<file path="config.mk">
export PLATFORM = sky130hd
export DESIGN_NAME = cfp_port
export DESIGN_NICKNAME = d
export VERILOG_FILES = /design/src/shared/cfp_pkg.sv /design/src/hw/cfp_lane.sv /design/src/hw/cfp_port.sv
export VERILOG_INCLUDE_DIRS = /design/src /design/src/shared
export SDC_FILE = /design/constraint.sdc
export NUM_CORES = 1
export LEC_CHECK = 0
export ABC_CLOCK_PERIOD_IN_PS = 7400
export BUFFER_PORTS_ARGS = -buffer_cell sky130_fd_sc_hd__buf_2
export CAP_MARGIN = 15
export CORE_MARGIN = 4
export CORE_UTILIZATION = 60
export CTS_BUF_LIST = sky130_fd_sc_hd__clkbuf_16
export DETAILED_ROUTE_END_ITERATION = 16
export PLACE_DENSITY = 0.83
export SETUP_SLACK_MARGIN = 0.02
export SLEW_MARGIN = 15
export SYNTH_ARGS = -nofsm -noshare
export SYNTH_HDL_FRONTEND = slang
export SYNTH_SLANG_ARGS = --single-unit
</file>
<file path="constraint.sdc">
create_clock -name clock_i -period 7.4 [get_ports clock_i]
set_input_delay 0.74 -clock clock_i [delete_from_list [all_inputs] [get_ports clock_i]]
set_output_delay 0.74 -clock clock_i [all_outputs]
set_load 0.005 [all_outputs]
</file>
<file path="src/shared/cfp_regs.svh">
`ifndef CFP_REGS_SVH
`define CFP_REGS_SVH
// ----------------------------------------
// Register offsets (byte addresses)
// ----------------------------------------
`define CFP_ADDR_W 7
`define CFP_OFS_DATA 7'h14
`define CFP_OFS_SEL 7'h20
`define CFP_OFS_CTR 7'h22
// ----------------------------------------
// Select register fields
// ----------------------------------------
`define CFP_BIT_READ_COUNT_MODE 15
`define CFP_BIT_REW 14
`define CFP_BIT_MBW 10
`define CFP_BIT_BYTE_ORDER_SELECT 8
`define CFP_BIT_CONTROL_PIPE_DIRECTION 5
`define CFP_PIPE_LO 0
`define CFP_PIPE_HI 3
`define CFP_SEL_MASK 16'hC52F
`define CFP_SEL_RESET 16'h0000
`define CFP_PIPE_DCP 4'h0
`define CFP_PIPE_MAX 4'h9
// ----------------------------------------
// Control register fields and sizes
// ----------------------------------------
`define CFP_BIT_PORT_READY_FLAG 15
`define CFP_LEN_W 10
`define CFP_NPIPE 10
`define CFP_PTR_W 10
`endif

</file>
<file path="src/shared/cfp_pkg.sv">
`default_nettype none
package cfp_pkg;
  typedef struct packed {
    logic rd;
    logic wr_lo;
    logic wr_hi;
    logic [6:0] addr;
    logic [15:0] wdata;
  } cfp_bus_t;
  typedef struct packed {
    logic rd;
    logic wr;
    logic [3:0] pipe;
    logic [9:0] ptr;
    logic [15:0] wdata;
    logic two;
  } cfp_mem_t;
  typedef enum logic [1:0] {
    CFP_W8 = 2'b01,
    CFP_W16 = 2'b10
  } cfp_width_t;
endpackage
`default_nettype wire

</file>
<file path="src/hw/cfp_lane.sv">
`timescale 1ns/10ps
`default_nettype none
// Byte lane steering between the host bus and buffer byte order
module cfp_lane (
  input wire logic wide_i,
  input wire logic big_i,
  input wire logic [15:0] mem_i,
  input wire logic [15:0] bus_i,
  output logic [15:0] rd_o,
  output logic [15:0] wr_o
);
  always_comb begin
    if (!wide_i) begin
      rd_o = big_i ? {mem_i[7:0], 8'h00} : {8'h00, mem_i[7:0]};
      wr_o = big_i ? {8'h00, bus_i[15:8]} : {8'h00, bus_i[7:0]};
    end else if (big_i) begin
      rd_o = {mem_i[7:0], mem_i[15:8]};
      wr_o = {bus_i[7:0], bus_i[15:8]};
    end else begin
      rd_o = mem_i;
      wr_o = bus_i;
    end
  end
endmodule
`default_nettype wire

</file>
<file path="src/hw/cfp_port.sv">
`timescale 1ns/10ps
`default_nettype none
`include "cfp_regs.svh"
// Operation
// - 8-bit width reads return only the first byte on the endian lane.
// - 8-bit width write with both strobes stores first byte only.
// - 8-bit width write with low strobe alone stores that byte if little-endian.
// - 16-bit width moves two bytes per read or two-strobe write, one byte per lone-strobe write.
// - Read-count mode 0 clears received length once buffer fully read.
// - Read-count mode 1 decrements received length on each read.
// - Rewind write while port ready resets the read pointer to the buffer start.
// - Rewind bit self-clears and always reads zero.
// - Width field: 0 is 8-bit access, 1 is 16-bit access.
// - Odd final transmit byte uses low strobe if little, high if big.
// - Byte order field: 0 little-endian, 1 big-endian lanes.
// - Control pipe direction: 0 reads buffer, 1 writes buffer.
// - Changing direction or pipe keeps each access position reached.
// - Pipe code 0 is control pipe, codes 1 to 9 pipes 1-9.
// - Lane placement follows width and byte order table.
// - Data register used only while port ready.
module cfp_port (
  input wire logic clock_i,
  input wire logic rst_i,
  input wire logic ce_i,
  input wire cfp_pkg::cfp_bus_t bus_i,
  input wire logic [15:0] mem_rdata_i,
  input wire logic port_ready_flag_i,
  input wire logic [9:0] rx_len_i,
  input wire logic rx_len_load_i,
  output var cfp_pkg::cfp_mem_t mem_o,
  output logic [15:0] rdata_o,
  output logic [15:0] control_port_pipe_select_o,
  output logic [9:0] received_length_count_o
);
  import cfp_pkg::*;

  function automatic logic hit(input logic [6:0] a, input logic [6:0] o);
    hit = (a == o);
  endfunction

  // ----------------------------------------
  // Registers
  // ----------------------------------------
  logic [15:0] sel;
  logic [15:0] next_sel;
  logic [9:0] len;
  logic [9:0] next_len;
  logic [9:0] ptr [`CFP_NPIPE];
  logic [9:0] next_ptr [`CFP_NPIPE];
  logic [15:0] rdata;
  logic [15:0] next_rdata;
  cfp_mem_t mem;
  cfp_mem_t next_mem;
  logic [15:0] lane_rd;
  logic [15:0] lane_wr;

  logic [3:0] pipe;
  logic wide;
  logic big;
  logic dir_wr;
  logic data_rd;
  logic data_wr;
  logic byte_wr_big;
  logic [9:0] step;
  logic [10:0] reach;

  assign pipe = sel[`CFP_PIPE_HI:`CFP_PIPE_LO];
  assign wide = sel[`CFP_BIT_MBW];
  assign big = sel[`CFP_BIT_BYTE_ORDER_SELECT];
  // Only the control pipe is steered by the direction bit
  assign dir_wr = (pipe == `CFP_PIPE_DCP) ? sel[`CFP_BIT_CONTROL_PIPE_DIRECTION] : 1'b1;
  // Ready gate; accesses while not ready are dropped, not stalled
  assign data_rd = bus_i.rd && hit(bus_i.addr, `CFP_OFS_DATA)
    && port_ready_flag_i && !(pipe == `CFP_PIPE_DCP && dir_wr);
  assign data_wr = (bus_i.wr_lo || bus_i.wr_hi)
    && hit(bus_i.addr, `CFP_OFS_DATA) && port_ready_flag_i && dir_wr;
  // Lone high strobe in big-endian wide mode carries the last byte
  assign byte_wr_big = wide && big && bus_i.wr_hi && !bus_i.wr_lo;
  assign step = (wide && (bus_i.wr_lo == bus_i.wr_hi || bus_i.rd))
    ? 10'h002 : 10'h001;
  // Bytes consumed once this read lands; one bit wider to avoid wrap
  assign reach = {1'b0, ptr[pipe]} + {1'b0, step};

  cfp_lane u_lane (
    .wide_i(wide),
    .big_i(big || byte_wr_big),
    .mem_i(mem_rdata_i),
    .bus_i(bus_i.wdata),
    .rd_o(lane_rd),
    .wr_o(lane_wr)
  );

  // ----------------------------------------
  // Next state
  // ----------------------------------------
  always_comb begin
    next_sel = sel;
    next_len = len;
    next_rdata = rdata;
    next_mem = '0;
    next_mem.pipe = pipe;
    next_mem.ptr = ptr[pipe];
    for (int i = 0; i < `CFP_NPIPE; i++) begin
      next_ptr[i] = ptr[i];
    end
    next_sel[`CFP_BIT_REW] = 1'b0;
    if ((bus_i.wr_lo || bus_i.wr_hi) && hit(bus_i.addr, `CFP_OFS_SEL)) begin
      // Pointers live per pipe, so a switch keeps progress
      next_sel = bus_i.wdata & `CFP_SEL_MASK;
      if (bus_i.wdata[`CFP_PIPE_HI:`CFP_PIPE_LO] > `CFP_PIPE_MAX) begin
        next_sel[`CFP_PIPE_HI:`CFP_PIPE_LO] = pipe;
      end
      if (bus_i.wdata[`CFP_BIT_REW] && port_ready_flag_i) begin
        next_ptr[pipe] = 10'h000;
      end
      // Cleared even when the rewind is refused, so it never reads back
      next_sel[`CFP_BIT_REW] = 1'b0;
    end
    if (data_rd) begin
      next_mem.rd = 1'b1;
      next_mem.two = wide;
      next_ptr[pipe] = ptr[pipe] + step;
      next_rdata = lane_rd;
      if (sel[`CFP_BIT_READ_COUNT_MODE]) begin
        next_len = (len > step) ? len - step : 10'h000;
      end else if (reach >= {1'b0, len}) begin
        next_len = 10'h000;
      end
    end
    // A new packet length wins over a read in the same cycle
    if (rx_len_load_i) begin
      next_len = rx_len_i;
    end
    if (data_wr) begin
      next_mem.wr = 1'b1;
      next_mem.wdata = lane_wr;
      next_mem.two = (step == 10'h002);
      next_ptr[pipe] = ptr[pipe] + step;
    end
    if (bus_i.rd && hit(bus_i.addr, `CFP_OFS_SEL)) begin
      next_rdata = sel & `CFP_SEL_MASK & ~(16'h0001 << `CFP_BIT_REW);
    end else if (bus_i.rd && hit(bus_i.addr, `CFP_OFS_CTR)) begin
      next_rdata = {port_ready_flag_i, 5'h00, len};
    end
  end

  // ----------------------------------------
  // State registers
  // ----------------------------------------
  always_ff @(posedge clock_i) begin
    if (rst_i) begin
      sel <= `CFP_SEL_RESET;
      len <= 10'h000;
      rdata <= 16'h0000;
      mem <= '0;
      for (int i = 0; i < `CFP_NPIPE; i++) begin
        ptr[i] <= 10'h000;
      end
    end else if (ce_i) begin
      sel <= next_sel;
      len <= next_len;
      rdata <= next_rdata;
      mem <= next_mem;
      for (int i = 0; i < `CFP_NPIPE; i++) begin
        ptr[i] <= next_ptr[i];
      end
    end
  end

  assign mem_o = mem;
  assign rdata_o = rdata;
  assign control_port_pipe_select_o = sel;
  assign received_length_count_o = len;

  // ----------------------------------------
  // Checks
  // ----------------------------------------
  a_rew_self_clr: assert property (@(posedge clock_i) disable iff (rst_i)
    ce_i |=> !sel[`CFP_BIT_REW]) else $error("rewind bit stayed set");
  a_unused_zero: assert property (@(posedge clock_i) disable iff (rst_i)
    (sel & ~`CFP_SEL_MASK) == 16'h0000) else $error("unassigned bit set");
  a_narrow_rd: assert property (@(posedge clock_i) disable iff (rst_i)
    ce_i && data_rd && !wide && !big |=> rdata[15:8] == 8'h00)
    else $error("narrow read high lane not zero");
  a_narrow_wr: assert property (@(posedge clock_i) disable iff (rst_i)
    ce_i && data_wr && !wide |=> !mem.two && mem.wr)
    else $error("narrow write stored two bytes");
  a_wide_step: assert property (@(posedge clock_i) disable iff (rst_i)
    ce_i && data_rd && wide |=> mem.two && mem.rd)
    else $error("wide read moved one byte");
  a_len_dec: assert property (@(posedge clock_i) disable iff (rst_i)
    ce_i && data_rd && sel[`CFP_BIT_READ_COUNT_MODE] && !rx_len_load_i && len > 10'h002
    |=> len == $past(len) - $past(step)) else $error("length not counted");
  a_len_clr: assert property (@(posedge clock_i) disable iff (rst_i)
    ce_i && data_rd && !sel[`CFP_BIT_READ_COUNT_MODE] && !rx_len_load_i
    && reach >= {1'b0, len}
    |=> len == 10'h000) else $error("length not cleared");
  a_pipe_range: assert property (@(posedge clock_i) disable iff (rst_i)
    pipe <= `CFP_PIPE_MAX) else $error("pipe code out of range");
  a_rew_ptr: assert property (@(posedge clock_i) disable iff (rst_i)
    ce_i && (bus_i.wr_lo || bus_i.wr_hi) && hit(bus_i.addr, `CFP_OFS_SEL)
    && bus_i.wdata[`CFP_BIT_REW] && port_ready_flag_i
    && bus_i.wdata[`CFP_PIPE_HI:`CFP_PIPE_LO] == pipe
    |=> ptr[pipe] == 10'h000) else $error("rewind left pointer set");
  a_dir_block: assert property (@(posedge clock_i) disable iff (rst_i)
    ce_i && pipe == `CFP_PIPE_DCP && !sel[`CFP_BIT_CONTROL_PIPE_DIRECTION]
    && (bus_i.wr_lo || bus_i.wr_hi) && hit(bus_i.addr, `CFP_OFS_DATA)
    |=> !mem.wr) else $error("write taken in read direction");
  a_ready_gate: assert property (@(posedge clock_i) disable iff (rst_i)
    ce_i && !port_ready_flag_i |=> !mem.rd && !mem.wr)
    else $error("data access taken while not ready");
  a_sel_rdback: assert property (@(posedge clock_i) disable iff (rst_i)
    ce_i && bus_i.rd && hit(bus_i.addr, `CFP_OFS_SEL)
    |=> (rdata & ~`CFP_SEL_MASK) == 16'h0000 && !rdata[`CFP_BIT_REW])
    else $error("select readback shows unassigned or rewind bit");
  a_wide_wr: assert property (@(posedge clock_i) disable iff (rst_i)
    ce_i && data_wr && wide && bus_i.wr_lo && bus_i.wr_hi
    |=> mem.two && mem.wr) else $error("wide write moved one byte");
  a_big_lane: assert property (@(posedge clock_i) disable iff (rst_i)
    ce_i && data_rd && !wide && big |=> rdata[7:0] == 8'h00)
    else $error("narrow big-endian read low lane not zero");
endmodule
`default_nettype wire

</file>
==> results of run 1 <==
through the flow:
stage	worst slack, ps	util	power [mW]
floorplan	2370	-	1.22
global placement	1940	0.652	1.28
detailed placement	1800	0.652	1.28
CTS	1870	0.690	2.16
global route	1320	0.691	2.24
finish	1790	0.691	2.16
area by class of cell:
type | count | area (sq um) | share of cell area
repair buffers | 133 | 691 | 0.0658
multi-input cells | 685 | 4470 | 0.426
clock buffers | 17 | 425 | 0.0405
well taps | 188 | 235 | 0.0224
inverters | 25 | 95.1 | 0.00905
clock inverters | 15 | 156 | 0.0149
flip-flops and latches | 171 | 4430 | 0.421
report_power, final:
| group | internal (mW) | switching [mW] | total (mW) |
|---|---|---|---|
| Clock | 0.525 | 0.370 | 0.895 |
| Combinational | 0.0755 | 0.117 | 0.192 |
| Sequential | 1.05 | 0.0274 | 1.08 |
cells by family (layout without fill, tap and decap cells):
| kind of cell | count (synthesis) | after routing | share of synthesized area |
|---|---|---|---|
| other cells | 1 | 8 | 0.000402 |
| mux | 60 | 60 | 0.0901 |
| flops | 171 | 171 | 0.475 |
| compound gates | 257 | 257 | 0.191 |
| xor+xnor | 10 | 10 | 0.00940 |
| simple gates | 333 | 333 | 0.160 |
| fa+ha+maj | 17 | 17 | 0.0244 |
| buf+inv | 99 | 190 | 0.0502 |
state kept, by name, summed over array words and instances, names as in the netlist, named ones only:
signal / flops
mem_o: 33
control_port_pipe_select_o: 8
received_length_count_o: 10
rdata_o: 16
ptr: 100
cell usage in the layout, fill, tap and decap left out, types with 8 or more instances in the layout:
| cell | instances |
|---|---|
| a211oi_1 | 15 |
| a21o_1 | 15 |
| a21oi_1 | 45 |
| a22oi_1 | 72 |
| a32o_1 | 8 |
| buf_2 | 123 |
| buf_4 | 10 |
| clkbuf_16 | 17 |
| conb_1 | 8 |
| dfxtp_1 | 69 |
| edfxtp_1 | 100 |
| ha_1 | 15 |
| inv_1 | 27 |
| mux2i_1 | 40 |
| mux4_2 | 11 |
| nand2_1 | 86 |
| nand2b_1 | 15 |
| nand3_1 | 34 |
| nor2_1 | 135 |
| nor2b_1 | 8 |
| nor3_1 | 22 |
| o21ai_0 | 49 |
| xnor2_1 | 8 |
final timing paths:
kind	from	end	slack, ps	depth (start not counted)
max	flop	received_length_count_o[1]	1790	17
min	mem_o[26]	mem_o[26]	440	2
max reg2reg	flop	received_length_count_o[1]	1790	17
min reg2reg	mem_o[26]	mem_o[26]	440	2
routing by layer:
metal | share of wire | up-vias
met5 | 0 | -
li1 | - | 3681
met3 | 0.080 | 46
met4 | 0.022 | 0
met1 | 0.41 | 3815
met2 | 0.49 | 457
worst max-delay path, stage by stage (launching register included):
cell and delay (ps):
dfxtp_2 510, buf_4 470, mux2i_1 130, a21oi_1 230
ha_1 200, inv_1 60, fa_1 450, o41ai_2 470
nand3_2 180, xnor2_1 830, ha_1 400, nand2_1 70
nor2_1 40, a2111oi_0 350, a21oi_1 170, o221ai_2 590
a221oi_1 120, a211oi_1 240
==> results.yml, run 1 <==
detailed_routing:
  drc_errors: 0
  num_vias: 7999
  ant_nets: 0
  first_pass_iters: 5
  vias_per_cell: 6.48
  drtIter0Drc: 846
  totalWireLength_mm: 25.0
  wl_per_cell_um: 20.3
floorplan:
  die-area_sq_mm: 0.0176
  fp.dieW_um: 133
  start_util: 0.613
  coreArea_sq_mm: 0.0152
  die_h_um: 133
  row_count: 45
  pin_count: 132
global_route:
  met1_usage: 0.382
  grt-ovfl-total: 0
  grt_use_met3: 0.0529
  grtUsageTotal: 0.284
  grt_pass1_wl_mm: 40.4
  grt_util_met2: 0.468
  globalRoute.busiestLayer: "met2"
  antenna_found_initial: 0
  grt_pass1_vias: 7601
  grt_max_degree: 84
synth:
  synth_top_area_share: 0.322
  netlist-cell-type-count: 68
  synth-seq-cells: 171
  yosysMostFrequentCell: "nor2_1"
  synthTopCellsByCount: "137 x nor2_1, 100 x edfxtp_1, 86 x nand2_1"
  ys.flop_type: "edfxtp_1"
  yosysTopAreaCell: "edfxtp_1"
  syn_area_sq_mm: 0.00932
  yosys_warnings: 0
  async_reset_ff_frac: 0
  seq_area_frac_synth: 0.475
  synth.area.top_cells: "edfxtp_1 32%, dfxtp_1 15%, a22oi_1 5.8%"
  synth-edff-count: 100
  synthCells: 948
  avgSynthCellArea_sq_um: 9.83
power_and_ir_drop:
  p_per_area_mw_per_mm2: 206
  vdd_ir_drop_max_mv: 0.154
  p_leak_nw: 3.99
run_status:
  status: "complete, no violations"
cells_and_area:
  n_antenna_cell: 0
  stdcell_area_sq_mm: 0.0105
  syn_to_final_growth_pct: 12.7
  fillCellCount: 1136
  final_nets: 1107
  layoutNonFillerInstCount: 1234
  drive_above_1_share: 0.192
placement:
  numPortBuffers: 123
  post-dp-hpwl_mm: 17.2
  place_congestion: 0.912
  dpl_cell_area_sq_mm: 0.00991
  dp.cells: 1202
clock_tree:
  cts_tree: "done"
  cts.root.buffer_cell: "clkbuf_16"
  htreeDepth: 4
  cts.clk_slew.worst_paths_ps: 60
  clk_latency_ps: 430
  cts_hold_buf: 0
  cts_setup_buffers: 0
  clock_sinks: 171
  clk_path_buf_depth: 2
  numCtsBuffers: 17
  ctsResizeCount: 0
timing:
  fmax_ghz: 0.178
  worstMarginPinSlew_ps: 1210
  post-route-min-period_ps: 5610
  finalClockSkew_ps: 7.39
  maxSlewViolCount: 0
  finalSetupViolations: 0
  slew-limit-headroom: 0.185
  finalHoldViolations: 0
  whs_ps: 444
  rsz0062_at_grt: "false"
  fin_tns_setup_ps: 0
  period_share: 0.759
run:
  maxCapViolations: 0
setup_path:
  cp-end-kind: "flop"
  cp_data_arrival_time_ps: 5950
  critPathLaunchType: "flop"
  worstPathRequired_ps: 7740
  path_class: "flop to flop"
  path_max_fanout: 26
min_path:
  min-delay-path-class: "flop to flop"
(Power assumes the default switching activity.)
==> inputs of run 2 (changes only) <==
ABC_AREA = 1   (was not set)
ABC_CLOCK_PERIOD_IN_PS = 5300   (was 7400)
CORE_UTILIZATION = 59   (was 60)
PLACE_DENSITY = 0.81   (was 0.83)
clock period = 5.3 ns   (was 7.4 ns; I/O delays follow)
==> results.yml, run 2 <==
global_route:
  grt_pass1_vias: 8731
  grt_max_degree: 76
  grtUsageTotal: 0.315
  antenna_found_initial: 0
  grt-ovfl-total: 0
  grt_pass1_wl_mm: 46.2
cells_and_area:
  final_nets: 1471
  layout_commonest_cell: "nand2_1"
  fillCellCount: 1410
  top_register: "ptr"
  largest_register_ffs: 100
  drive_above_1_share: 0.160
  n_antenna_cell: 0
  final_cell_mix: "372 x nand2_1, 148 x a21oi_1, 123 x buf_2"
  syn_to_final_growth_pct: 11.8
setup_path:
  r2r_setup_slack_ps: 770
  cp-end-kind: "flop"
  path_class: "flop to flop"
  path_max_fanout: 20
  worstPathRequired_ps: 5630
  critPathLaunchType: "flop"
  cp_data_arrival_time_ps: 4860
timing:
  finalClockSkew_ps: 11.3
  setup_ws_ps: 773
  worstMarginPinSlew_ps: 1070
  fin_tns_setup_ps: 0
  post-route-min-period_ps: 4530
  fmax_ghz: 0.221
  maxSlewViolCount: 0
  finalSetupViolations: 0
  finalHoldViolations: 0
  period_share: 0.854
  slew-limit-headroom: 0.289
  rsz0062_at_grt: "false"
synth:
  syn_area_sq_mm: 0.00995
  yosys_warnings: 0
  ys.flop_type: "edfxtp_1"
  synthTopCellsByCount: "372 x nand2_1, 148 x a21oi_1, 108 x inv_1"
  synth-edff-count: 100
  synthCells: 1310
  synth-seq-cells: 171
  async_reset_ff_frac: 0
  synth_top_area_share: 0.302
  yosysMostFrequentCell: "nand2_1"
  avgSynthCellArea_sq_um: 7.60
  yosysTopAreaCell: "edfxtp_1"
  synth.area.top_cells: "edfxtp_1 30%, dfxtp_1 14%, nand2_1 14%"
  netlist-cell-type-count: 45
  seq_area_frac_synth: 0.445
detailed_routing:
  ant_nets: 0
  wl_per_cell_um: 18.4
  first_pass_iters: 6
  drtIter0Drc: 1406
  drc_errors: 0
  totalWireLength_mm: 29.9
  vias_per_cell: 5.98
  num_vias: 9742
clock_tree:
  cts.root.buffer_cell: "clkbuf_16"
  cts_hold_buf: 0
  cts_setup_buffers: 0
  clock_sinks: 171
  htreeDepth: 4
  clk_latency_ps: 440
  cts_tree: "done"
  ctsResizeCount: 0
  numCtsBuffers: 17
  cts.clk_slew.worst_paths_ps: 70
  clk_path_buf_depth: 2
floorplan:
  die-area_sq_mm: 0.0190
  die_h_um: 138
  fp.dieW_um: 138
  pin_count: 132
  start_util: 0.600
  row_count: 47
  coreArea_sq_mm: 0.0166
placement:
  numPortBuffers: 123
  dp_slack_ps: 850
  place_congestion: 1.00
  post-dp-hpwl_mm: 20.6
min_path:
  min-delay-path-class: "primary input to flop"
power_and_ir_drop:
  p_leak_nw: 4.67
  power.total_mw: 3.05
  p_per_area_mw_per_mm2: 274
  vdd_ir_drop_max_mv: 0.239
run:
  maxCapViolations: 0
run_status:
  status: "complete, no violations"
-- run 2: changes by cell type after synthesis, moves of 26 or more --
cell     previous run  this run
inv_1              25       108
mux2i_1            40         3
nand2_1            86       372
nor2_1            137        95
o21ai_0            50        76
a22oi_1            72         0
a21oi_1            45       148
nand3_1            34        94
-- run 2: cell families (layout without fill, tap and decap cells) --
| logic type | after synthesis | after routing | synth area share |
|---|---|---|---|
| flip-flops | 171 | 171 | 0.445 |
| buffers and inverters | 199 | 292 | 0.0902 |
| adder cells (fa/ha/maj) | 17 | 17 | 0.0229 |
| other | 1 | 8 | 0.000377 |
| AND/OR/NAND/NOR | 627 | 627 | 0.274 |
| AO/OA/AOI/OAI | 284 | 284 | 0.158 |
| XOR/XNOR | 8 | 8 | 0.00780 |
| multiplexers | 3 | 3 | 0.00302 |
-- run 2: critical path, stage by stage (launching register included) --
cell and delay [ps]:
dfxtp_1 310, inv_1 430, o21ai_0 190, o221ai_1 200
o211ai_1 120, o21ai_0 160, ha_1 230, inv_1 60
fa_1 380, inv_1 100, nand2_2 90, nor2_1 150
nand2_1 290, and2_1 280, ha_1 280, a21oi_1 140
o21a_1 130, nand2_1 40, nand2_1 50, nand3b_1 80
a21oi_1 230, nand2_4 180, nand2_1 110, nand2_1 50
nand2_1 50, nor2_1 50
-- run 2: path summary, 6_finish.rpt --
kind | start | to | depth (start not counted)
hold / removal | bus_i[6] | mem_o[15] | 3
hold reg to reg | mem_o[28] | mem_o[28] | 2
setup / recovery | flop | received_length_count_o[9] | 25
setup reg to reg | flop | received_length_count_o[9] | 25
-- run 2: power by group --
part	internal [mW]	switching, mW
clock	0.656	0.549
combinational	0.112	0.225
sequential	1.47	0.0450
total	2.23	0.818
-- run 2: cell type report --
cell class	count	area, sq um	share of cell area
Timing Repair Buffer	141	751	0.0675
Clock buffer	19	475	0.0427
Inverter	119	448	0.0403
Tap cell	220	275	0.0247
Multi-Input combinational cell	947	4660	0.419
Sequential cell	171	4430	0.398
Clock inverter	13	86.3	0.00776
-- run 2: per-layer routing --
metal,GRT usage,routed length [um],up-vias
met2,0.470,13200,621
met3,0.0751,3330,59
met5,0,0,-
met1,0.453,12700,4528
li1,-,-,4534
met4,0.103,707,0
-- run 2: per-stage QoR --
step                 util  area [sq um]  hold WS [ps]  cells
detailed placement  0.637         10600           442   1598
finish              0.671         11100           400   1630
floorplan               -          9980           448   1317
global placement    0.637         10600           435   1598
CTS                 0.671         11100           394   1630
global route        0.671         11100           436   1630
